<file path="src/design/mac_pkg.sv">
package mac_pkg;
    localparam int OPW_NATIVE_0 = 9;
    localparam int OPW_NATIVE_1 = 18;
    localparam int OPW_NATIVE_2 = 36;
    localparam int OPW_DEFAULT  = 18;
    localparam int ACW_DEFAULT  = 52;
    localparam int SEL_W        = 2;
    localparam int SRC_N        = 4;
    // Stage numbering used for the per-stage selector buses.
    localparam int STG_IN       = 0;
    localparam int STG_PIPE     = 1;
    localparam int STG_OUT      = 2;
    localparam int STG_N        = 3;
endpackage : mac_pkg

</file>
<file path="src/design/mac_stage_if.sv">
`timescale 1ns/1ps
interface mac_stage_if;
    logic [mac_pkg::SRC_N-1:0] ce_src;
    logic [mac_pkg::SRC_N-1:0] clr_src;
    logic [mac_pkg::SEL_W-1:0] ce_sel;
    logic [mac_pkg::SEL_W-1:0] clr_sel;
    logic                      ce;
    logic                      clr;
    modport ctl (input ce_src, input clr_src, input ce_sel, input clr_sel, output ce, output clr);
    modport use_side (input ce, input clr);
endinterface : mac_stage_if

</file>
<file path="src/design/mac_stage_ctl.sv">
`timescale 1ns/1ps
// Picks one enable and one clear out of the four shared candidates.
module mac_stage_ctl (
    mac_stage_if.ctl s      // Selector bundle for one stage
);
    always_comb begin
        s.ce  = s.ce_src[s.ce_sel];
        s.clr = s.clr_src[s.clr_sel];
    end
endmodule // mac_stage_ctl

</file>
<file path="src/design/mac_accumulator.sv">
`timescale 1ns/1ps
module mac_accumulator #(
    parameter int OPW = mac_pkg::OPW_DEFAULT,
    parameter int ACW = mac_pkg::ACW_DEFAULT
) (
    input  wire logic                                  i_sys_clk,     // System clock, 125 MHz
    input  wire logic                                  i_sys_rst,     // Synchronous reset, active high
    input  wire logic                                  i_clk_en,      // Global clock enable
    input  wire logic [OPW-1:0]                        i_op_a,        // Multiplicand, pre-widened
    input  wire logic [OPW-1:0]                        i_op_b,        // Multiplier, pre-widened
    input  wire logic                                  i_signed,      // High for two's complement operands
    input  wire logic                                  i_load,        // High to load product instead of adding
    input  wire logic                                  i_stage_enable_src_a, // Enable candidate a
    input  wire logic                                  i_stage_enable_src_b, // Enable candidate b
    input  wire logic                                  i_stage_enable_src_c, // Enable candidate c
    input  wire logic                                  i_stage_enable_src_d, // Enable candidate d
    input  wire logic                                  i_stage_clear_src_a,  // Clear candidate a
    input  wire logic                                  i_stage_clear_src_b,  // Clear candidate b
    input  wire logic                                  i_stage_clear_src_c,  // Clear candidate c
    input  wire logic                                  i_stage_clear_src_d,  // Clear candidate d
    input  wire logic [mac_pkg::STG_N*mac_pkg::SEL_W-1:0] i_ce_sel,   // Enable choice per stage
    input  wire logic [mac_pkg::STG_N*mac_pkg::SEL_W-1:0] i_clr_sel,  // Clear choice per stage
    output logic      [ACW-1:0]                        o_acc,         // Accumulator value
    output logic                                       o_overflow     // One-cycle overflow pulse
);
    // Refuse parameter values that the datapath cannot serve.
    // Narrower operands are widened by the fabric before they arrive here.
    generate
        if (OPW != mac_pkg::OPW_NATIVE_0 && OPW != mac_pkg::OPW_NATIVE_1 &&
            OPW != mac_pkg::OPW_NATIVE_2) begin : g_bad_opw
            $error("OPW must be a native operand width");
        end
        if (ACW < 2 * OPW) begin : g_bad_acw
            $error("ACW must hold a full product");
        end
    endgenerate

    localparam int PW = 2 * OPW;

    logic [mac_pkg::STG_N-1:0] stg_ce;
    logic [mac_pkg::STG_N-1:0] stg_clr;

    // Every stage owns a selector pair; the four enable and four clear
    // candidates are shared, so two stages may well pick the same source.
    // Stage numbering follows the selector bus layout of the package.
    genvar g;
    generate
        for (g = 0; g < mac_pkg::STG_N; g++) begin : g_stage
            mac_stage_if sif ();
            assign sif.ce_src  = {i_stage_enable_src_d, i_stage_enable_src_c,
                                  i_stage_enable_src_b, i_stage_enable_src_a};
            assign sif.clr_src = {i_stage_clear_src_d, i_stage_clear_src_c,
                                  i_stage_clear_src_b, i_stage_clear_src_a};
            assign sif.ce_sel  = i_ce_sel[g*mac_pkg::SEL_W +: mac_pkg::SEL_W];
            assign sif.clr_sel = i_clr_sel[g*mac_pkg::SEL_W +: mac_pkg::SEL_W];
            mac_stage_ctl u_ctl (
                .s (sif)
            );
            assign stg_ce[g]  = sif.ce;
            assign stg_clr[g] = sif.clr;
        end
    endgenerate

    // Input stage.
    // Operands arrive already widened to OPW by the feeding logic.
    // The mode and load bits travel with the operands so that a change of
    // mode in mid-stream applies exactly to the pair it came with.
    logic [OPW-1:0] in_a;
    logic [OPW-1:0] in_b;
    logic           in_sgn;
    logic           in_load;
    logic [OPW-1:0] next_in_a;
    logic [OPW-1:0] next_in_b;
    logic           next_in_sgn;
    logic           next_in_load;

    always_comb begin
        next_in_a    = in_a;
        next_in_b    = in_b;
        next_in_sgn  = in_sgn;
        next_in_load = in_load;
        if (i_sys_rst || stg_clr[mac_pkg::STG_IN]) begin
            next_in_a    = '0;
            next_in_b    = '0;
            next_in_sgn  = 1'b0;
            next_in_load = 1'b0;
        end else if (stg_ce[mac_pkg::STG_IN]) begin
            next_in_a    = i_op_a;
            next_in_b    = i_op_b;
            next_in_sgn  = i_signed;
            next_in_load = i_load;
        end
    end

    always_ff @(posedge i_sys_clk) begin
        if (i_clk_en) begin
            in_a    <= next_in_a;
            in_b    <= next_in_b;
            in_sgn  <= next_in_sgn;
            in_load <= next_in_load;
        end
    end

    // Pipeline stage: product widened to accumulator width.
    logic [ACW-1:0] prod;
    logic           pp_sgn;
    logic           pp_load;
    logic [ACW-1:0] next_prod;
    logic           next_pp_sgn;
    logic           next_pp_load;
    logic [PW-1:0]  mult;
    logic [PW-1:0]  mult_s;
    logic [PW-1:0]  mult_u;

    // Both products are formed side by side; the mode bit only picks one.
    // The signed one treats the operand tops as signs, the other as data.
    assign mult_s = PW'($signed(in_a) * $signed(in_b));
    assign mult_u = PW'(in_a * in_b);

    always_comb begin
        mult         = in_sgn ? mult_s : mult_u;
        next_prod    = prod;
        next_pp_sgn  = pp_sgn;
        next_pp_load = pp_load;
        if (i_sys_rst || stg_clr[mac_pkg::STG_PIPE]) begin
            next_prod    = '0;
            next_pp_sgn  = 1'b0;
            next_pp_load = 1'b0;
        end else if (stg_ce[mac_pkg::STG_PIPE]) begin
            next_prod    = in_sgn ? ACW'($signed(mult)) : ACW'(mult);
            next_pp_sgn  = in_sgn;
            next_pp_load = in_load;
        end
    end

    always_ff @(posedge i_sys_clk) begin
        if (i_clk_en) begin
            prod    <= next_prod;
            pp_sgn  <= next_pp_sgn;
            pp_load <= next_pp_load;
        end
    end

    // Output stage: accumulator with wrap and overflow pulse.
    // The sum wraps modulo the accumulator width and never saturates, so
    // fabric logic can count the pulses to build a wider accumulator.
    logic [ACW-1:0] next_acc;
    logic           next_overflow;
    logic [ACW-1:0] sum;
    logic           ovf_u;
    logic           ovf_s;
    logic           acc_neg;
    logic           prod_neg;
    logic           sum_neg;
    logic           ovf_pos;
    logic           ovf_neg;

    always_comb begin
        sum      = o_acc + prod;
        // An unsigned carry out shows up as a sum below the old value.
        ovf_u    = (sum < o_acc);
        // Mixed signs can never overflow, so only like signs are tested.
        acc_neg  = o_acc[ACW-1];
        prod_neg = prod[ACW-1];
        sum_neg  = sum[ACW-1];
        ovf_pos  = !acc_neg && !prod_neg && sum_neg;
        ovf_neg  = acc_neg && prod_neg && !sum_neg;
        ovf_s    = ovf_pos || ovf_neg;
        next_acc      = o_acc;
        next_overflow = 1'b0;
        if (i_sys_rst || stg_clr[mac_pkg::STG_OUT]) begin
            next_acc = '0;
        end else if (stg_ce[mac_pkg::STG_OUT]) begin
            // A load starts a fresh sum and can therefore never wrap.
            if (pp_load) begin
                next_acc = prod;
            end else begin
                next_acc      = sum;
                next_overflow = pp_sgn ? ovf_s : ovf_u;
            end
        end
    end

    always_ff @(posedge i_sys_clk) begin
        if (i_sys_rst) begin
            o_acc      <= '0;
            o_overflow <= 1'b0;
        end else if (i_clk_en) begin
            o_acc      <= next_acc;
            o_overflow <= next_overflow;
        end else begin
            // The pulse is an event, not state: freezing must not stretch it,
            // or the fabric counter would see one wrap several times.
            o_overflow <= 1'b0;
        end
    end
endmodule // mac_accumulator

</file>
<file path="config.mk">
export PLATFORM = sky130hd
export DESIGN_NAME = mac_accumulator
export DESIGN_NICKNAME = d
export VERILOG_FILES = /design/src/design/mac_pkg.sv /design/src/design/mac_stage_if.sv /design/src/design/mac_stage_ctl.sv /design/src/design/mac_accumulator.sv
export SDC_FILE = /design/constraint.sdc
export NUM_CORES = 2
export LEC_CHECK = 0
export BUFFER_PORTS_ARGS = -buffer_cell sky130_fd_sc_hd__buf_2
export CORE_MARGIN = 1.5
export CORE_UTILIZATION = 55
export CTS_CLUSTER_DIAMETER = 60
export CTS_CLUSTER_SIZE = 28
export DETAILED_ROUTE_END_ITERATION = 6
export PLACE_DENSITY = 0.72
export SLEW_MARGIN = 20
export SYNTH_ARGS = -nofsm -noshare
export SYNTH_HDL_FRONTEND = slang
export SYNTH_HIERARCHICAL = 1
export SYNTH_SLANG_ARGS = --single-unit
</file>
<file path="constraint.sdc">
create_clock -name i_sys_clk -period 9.05 [get_ports i_sys_clk]
set_input_delay 0.4525 -clock i_sys_clk [delete_from_list [all_inputs] [get_ports i_sys_clk]]
set_output_delay 0.4525 -clock i_sys_clk [all_outputs]
set_load 0.05 [all_outputs]
</file>
## Yosys cells after proc, flatten, opt, wreduce, memory -nomap -nowiden

Cells that the tools add are included.
W data, S select, Z words.

| storage, ports and cells | value |
|---|---|
| register bits | 145 |
| input port bits | 61 |
| output and inout port bits | 53 |
| logic and storage cells | 64 |

| operators by class | value |
|---|---|
| add/sub/neg operators | 1 |
| $mul | 2 |
| $lt $le $gt $ge | 7 |
| mux-type cells | 25 |
| bitwise operators | 2 |
| reduce and logical (&&, ||, !) cells | 18 |

Operator list:

| cell | number |
|---|---|
| $mux W52 | 5 |
| $mul A18 B18 Y36 | 2 |
| $add A52 B52 Y52 | 1 |
| $lt A52 B52 Y1 | 1 |
| $mux W18 | 2 |
| $mux W36 | 1 |
| $lt A2 B3 Y1 const B | 6 |
| $bmux W1 S2 | 6 |
| $mux W1 | 11 |
| $reduce_and A2 Y1 | 3 |
| $reduce_bool A2 Y1 | 3 |
| $reduce_or A5 Y1 | 1 |
| $logic_and A1 B1 Y1 | 4 |
| $logic_or A1 B1 Y1 | 4 |
| $logic_not A1 Y1 | 3 |
| $not A1 Y1 | 2 |

## Depth between registers and ports, before layout

| logic depth | value |
|---|---|
| depth after elaboration | 5 |
| mapped depth | 27 |
| gate-level depth less buffers | 25 |

## Modules after synthesis

Netlist, hierarchy kept.

Modules (own cells, without submodules):

| module | instances | cells each | area an instance (µm²) | sequential area each (µm²) |
|---|---|---|---|---|
| mac_accumulator | 1 | 2995 | 26934.6 | 3373.2 |
| mac_stage_ctl | 3 | 2 | 45.0 | 0.0 |

## Worst setup path after synthesis

OpenSTA, ideal clock, no wires.

| path | value |
|---|---|
| path kind | register to register |
| start point | reg in_a[17] |
| end point | reg prod[35], data pin |
| library setup time | 273 ps |
| arrival time | 6245 ps |
| path slack | 2532 ps |
| cell stages (with the launch flop) | 24 |
| buffers on the path | 2 |
| cells stage by stage | edfxtp_1 -> clkbuf_1 -> clkbuf_1 -> nand2_1 -> fa_1 -> inv_1 -> fa_1 -> fa_1 -> fa_1 -> fa_1 -> inv_1 -> fa_1 -> inv_1 -> ha_1 -> inv_1 -> nor2_1 -> nand2_1 -> nor2_1 -> a21oi_1 -> o31ai_1 -> a2111o_1 -> a41oi_1 -> xnor2_1 -> o22ai_1 |

| between the ends | value |
|---|---|
| word-level cells in the longest chain between the ends | 4 |
| elaborated cells on any way between the ends | 5 |

Ends and longest elaborated chain:

| what | line | source |
|---|---|---|
| start, declared | mac_accumulator.sv:68 | `logic [OPW-1:0] in_a;` |
| start signal, assigned | mac_accumulator.sv:97 | `in_a <= next_in_a;` |
| $mul A18 B18 Y36, on equally long branches | mac_accumulator.sv:118, mac_accumulator.sv:117 |  |
| $mux W36 (*) | mac_accumulator.sv:121 | `mult = in_sgn ? mult_s : mult_u;` |
| $mux W52 (*) | mac_accumulator.sv:130 | `next_prod = in_sgn ? ACW'($signed(mult)) : ACW'(mult);` |
| $mux W52 (*) | mac_accumulator.sv:129 | `end else if (stg_ce[mac_pkg::STG_PIPE]) begin` |
| end signal, assigned | mac_accumulator.sv:138 | `prod <= next_prod;` |
| end, declared | mac_accumulator.sv:105 | `logic [ACW-1:0] prod;` |

Mark *: on every way between the ends. The rest lies on a longest branch, timed or not. The select of a mux whose other input is x is not followed.
A chain may end at the register's enable or synchronous reset.

## Final worst setup path

| path | value |
|---|---|
| start point | reg in_b[0] |
| end point | reg prod[35], data pin |

| between the ends | value |
|---|---|
| word-level cells in the longest chain between the ends | 4 |
| elaborated cells on any way between the ends | 5 |

Ends and longest elaborated chain:

| what | line | source |
|---|---|---|
| start, declared | mac_accumulator.sv:69 | `logic [OPW-1:0] in_b;` |
| start signal, assigned | mac_accumulator.sv:98 | `in_b <= next_in_b;` |
| $mul A18 B18 Y36, on equally long branches | mac_accumulator.sv:118, mac_accumulator.sv:117 |  |
| $mux W36 (*) | mac_accumulator.sv:121 |  |
| $mux W52 (*) | mac_accumulator.sv:130 |  |
| $mux W52 (*) | mac_accumulator.sv:129 |  |

Marks and branches as above.

==> impl_metrics.yaml <==
sta:
  slew_violations: 0
  fmax_mhz: 137.4
  final-setup-viol-count: 0
  tns_ps: 0
  fin_ws_ps: 1773
  hold_viol: 0
  slew_headroom_pct: 35.41
  worstMarginPinSlew_ps: 968.9
  period_needed_ps: 7277
  fin_worst_skew_ps: 17.66
  timing.final.crit_share_pct: 80.41
  rsz0062_at_grt: "no"
grt:
  grt_max_degree: 59
  grt_pass1_vias: 21582
  globalRouteMet2Util_pct: 44.80
  grt_busiest_layer: "met2"
  grt_antenna_before_repair: 0
  overflow: 0
  grtUsageTotal_pct: 28.27
  grt_first_pass_wirelength_um: 111400
  global_route.usage.met3_pct: 5.069
  met1_usage_pct: 39.74
setup_path:
  critPathTopFamily: "adder cells"
  worstPathRequired_ps: 9270
  critPathSlowestCell: "edfxtp_1"
  path_cells: "nand2_1, inv_1, fa_1, inv_1, fa_1, inv_1, ha_1, inv_1, fa_1, inv_1, fa_1, inv_1, fa_1, inv_1, ha_1, nand3_1, nor2_1, nand2_1, o31ai_1, a2111o_1, a41oi_1, xnor2_1, o22ai_1"
  endpoint_kind: "register"
  endpoint: "prod[35]$_SDFFCE_PP0P_"
  slowest_delay_ps: 930
  path_buf_inv: 7
  start_kind: "register"
  path_class: "reg2reg"
  cp_max_fo: 18
  arrival_ps: 7500
  worst-r2r-setup-slack_ps: 1770
  cp_num_cells: 23
  reg2regPathDepth: 23
  r2r-start: "in_b[0]$_SDFFCE_PP0P_"
  r2r-end: "prod[35]$_SDFFCE_PP0P_"
  cpMostUsedCell: "inv_1"
  crit_start: "in_b[0]$_SDFFCE_PP0P_"
clocking:
  root_buffer: "clkbuf_16"
  cts_resized: 0
  h-tree-depth: 4
  holdBufCountCts: 0
  cts_tree: "done"
  post_cts_buffers: 0
  path_clk_slew_ps: 80
  numCtsBuffers: 17
  insertion_delay_ps: 500
  clk_path_buf_depth: 2
  cts_sinks: 130
yosys:
  synth_nets: 3786
  ys_ff_latch: 130
  synth_ff_type: "edfxtp_1"
  synth_cell_types: 85
  yosysWarnings: 6
  async_flop_share_pct: 0
  synth_cells: 3001
  synth_edf_count: 77
  syn_avg_cell_area_um2: 9.020
  ys_seq_area_share_pct: 12.46
  synth_area_mm2: 0.02707
final_layout:
  drive_gt1_share_pct: 6.571
  stdcell_count: 3723
  n_antenna_cell: 0
  final_core_util_pct: 58.98
  syn_to_final_growth_pct: 6.217
  nets: 3831
worst_hold_path:
  min_path_type: "in2reg"
routing:
  drt_iter0_markers: 1568
  drc: 0
  viasPerCell: 5.557
  via_count: 20690
  dr.pass1.iters: 5
  drtAntennaViolNets: 0
  wl_per_cell_um: 18.50
  wl_um: 68880
floorplan:
  fp.dieW_um: 224.9
  io_pins: 114
  rows: 81
  die_area_mm2: 0.05056
  fp.dieH_um: 224.9
  design.core.area_mm2: 0.04875
  initial_core_util_pct: 55.53
run:
  maxCapViolCount: 0
placed_design:
  port_buffers: 113
  gp_congestion: 0.9216
  place_hpwl_um: 56880
  dpl_worst_slack_ps: 1771
  placed_cells: 3691
status:
  status: "finished, final reports clean"
-- through the flow --
stage,hold slack (ps),area (um2)
2_1_floorplan,496.7,27070
3_3_place_gp,470.2,28190
5_1_grt,218.2,28750
4_1_cts,199.7,28750
6_report,230.1,28750
3_5_place_dp,482.6,28200
-- area by class of cell --
class | count | area (um2)
inverter | 667 | 2504
tap | 664 | 830.8
fill | 4220 | 20000
clock inverter | 15 | 123.9
timing repair buffer | 123 | 640.6
clock buffer | 17 | 425.4
multi-input combinational | 2107 | 20860
sequential | 130 | 3373
-- synthesized netlist by cell type, drive strengths merged (9+ instances only) --
master,number,area share (%)
nor3,24,0.44
ha,275,13
nand3,29,0.54
nor2b,30,0.69
o21a,12,0.33
a21o,74,2.1
dfxtp,53,3.9
a21oi,144,2.8
inv,667,9.2
mux2i,26,0.96
clkbuf,88,1.2
nor2,127,1.8
o21bai,18,0.50
a211oi,23,0.64
buf,9,0.13
xnor2,76,2.5
or3,11,0.25
o22ai,13,0.30
fa,449,33
o211ai,9,0.25
xor2,35,1.2
o21ai,88,1.7
and2,210,4.9
edfxtp,77,8.5
a31oi,10,0.28
nand2,255,3.6
nand4,17,0.42
and3,11,0.25
nand2b,19,0.44
-- registers in the layout, summed over array words and instances (netlist names) --
register / cells
o_acc: 52
prod: 37
in_a: 18
in_b: 18
in_load: 1
in_sgn: 1
o_overflow: 1
pp_load: 1
pp_sgn: 1
-- metal layers --
metal	share of wire (%)	up-vias	routed length, um
met2	45	810	30850
met4	1.9	0	1290
met3	7.4	103	5063
li1	-	9621	-
met1	46	10156	31670
met5	0	-	0
-- logic make-up (layout without fill, tap and decap cells) --
kind of cell | count (synthesis) | count (layout) | synth area share, %
AO/OA/AOI/OAI | 477 | 477 | 11.76
adder cells (fa/ha/maj) | 724 | 724 | 45.92
XOR/XNOR | 111 | 111 | 3.619
flip-flops | 130 | 130 | 12.46
multiplexers | 38 | 38 | 1.710
buffers and inverters | 764 | 822 | 10.60
AND/OR/NAND/NOR | 757 | 757 | 13.93
-- worst min path at each step --
| stage | from | to | slack (ps) | cells after the start |
|---|---|---|---|---|
| final | i_op_b[7] | in_b[7]$_SDFFCE_PP0P_ | 230 | 2 |
| after global routing | i_op_b[7] | in_b[7]$_SDFFCE_PP0P_ | 220 | 2 |
| after CTS | i_op_b[7] | in_b[7]$_SDFFCE_PP0P_ | 200 | 2 |
| after detailed placement | o_acc[37]$_SDFFE_PP0P_ | o_acc[37]$_SDFFE_PP0P_ | 480 | 2 |
| after global placement | o_acc[51]$_SDFFE_PP0P_ | o_acc[51]$_SDFFE_PP0P_ | 470 | 2 |
| after floorplan | in_load$_SDFFCE_PP0P_ | pp_load$_SDFFCE_PP0P_ | 500 | 1 |
-- worst register-to-register path: cells and delay by family (launching register included) --
family / cells / cell delay (ps)
simple gates: 4 / 620
buf+inv: 7 / 950
flops: 1 / 930
compound gates: 4 / 1050
fa+ha+maj: 7 / 3220
xor+xnor: 1 / 220
-- cell usage in the layout (no fill, tap or decap), types with 74 or more instances in the layout --
cell type and n:
edfxtp_1 77, fa_1 449, a21oi_1 139, nand2_1 254
a21o_1 74, inv_1 667, and2_1 210, buf_2 113
xnor2_1 76, nor2_1 125, ha_1 275
Power is left out: the tool's default activity adds up to more than one toggle a clock period on the data nets, which glitch-free logic cannot reach.
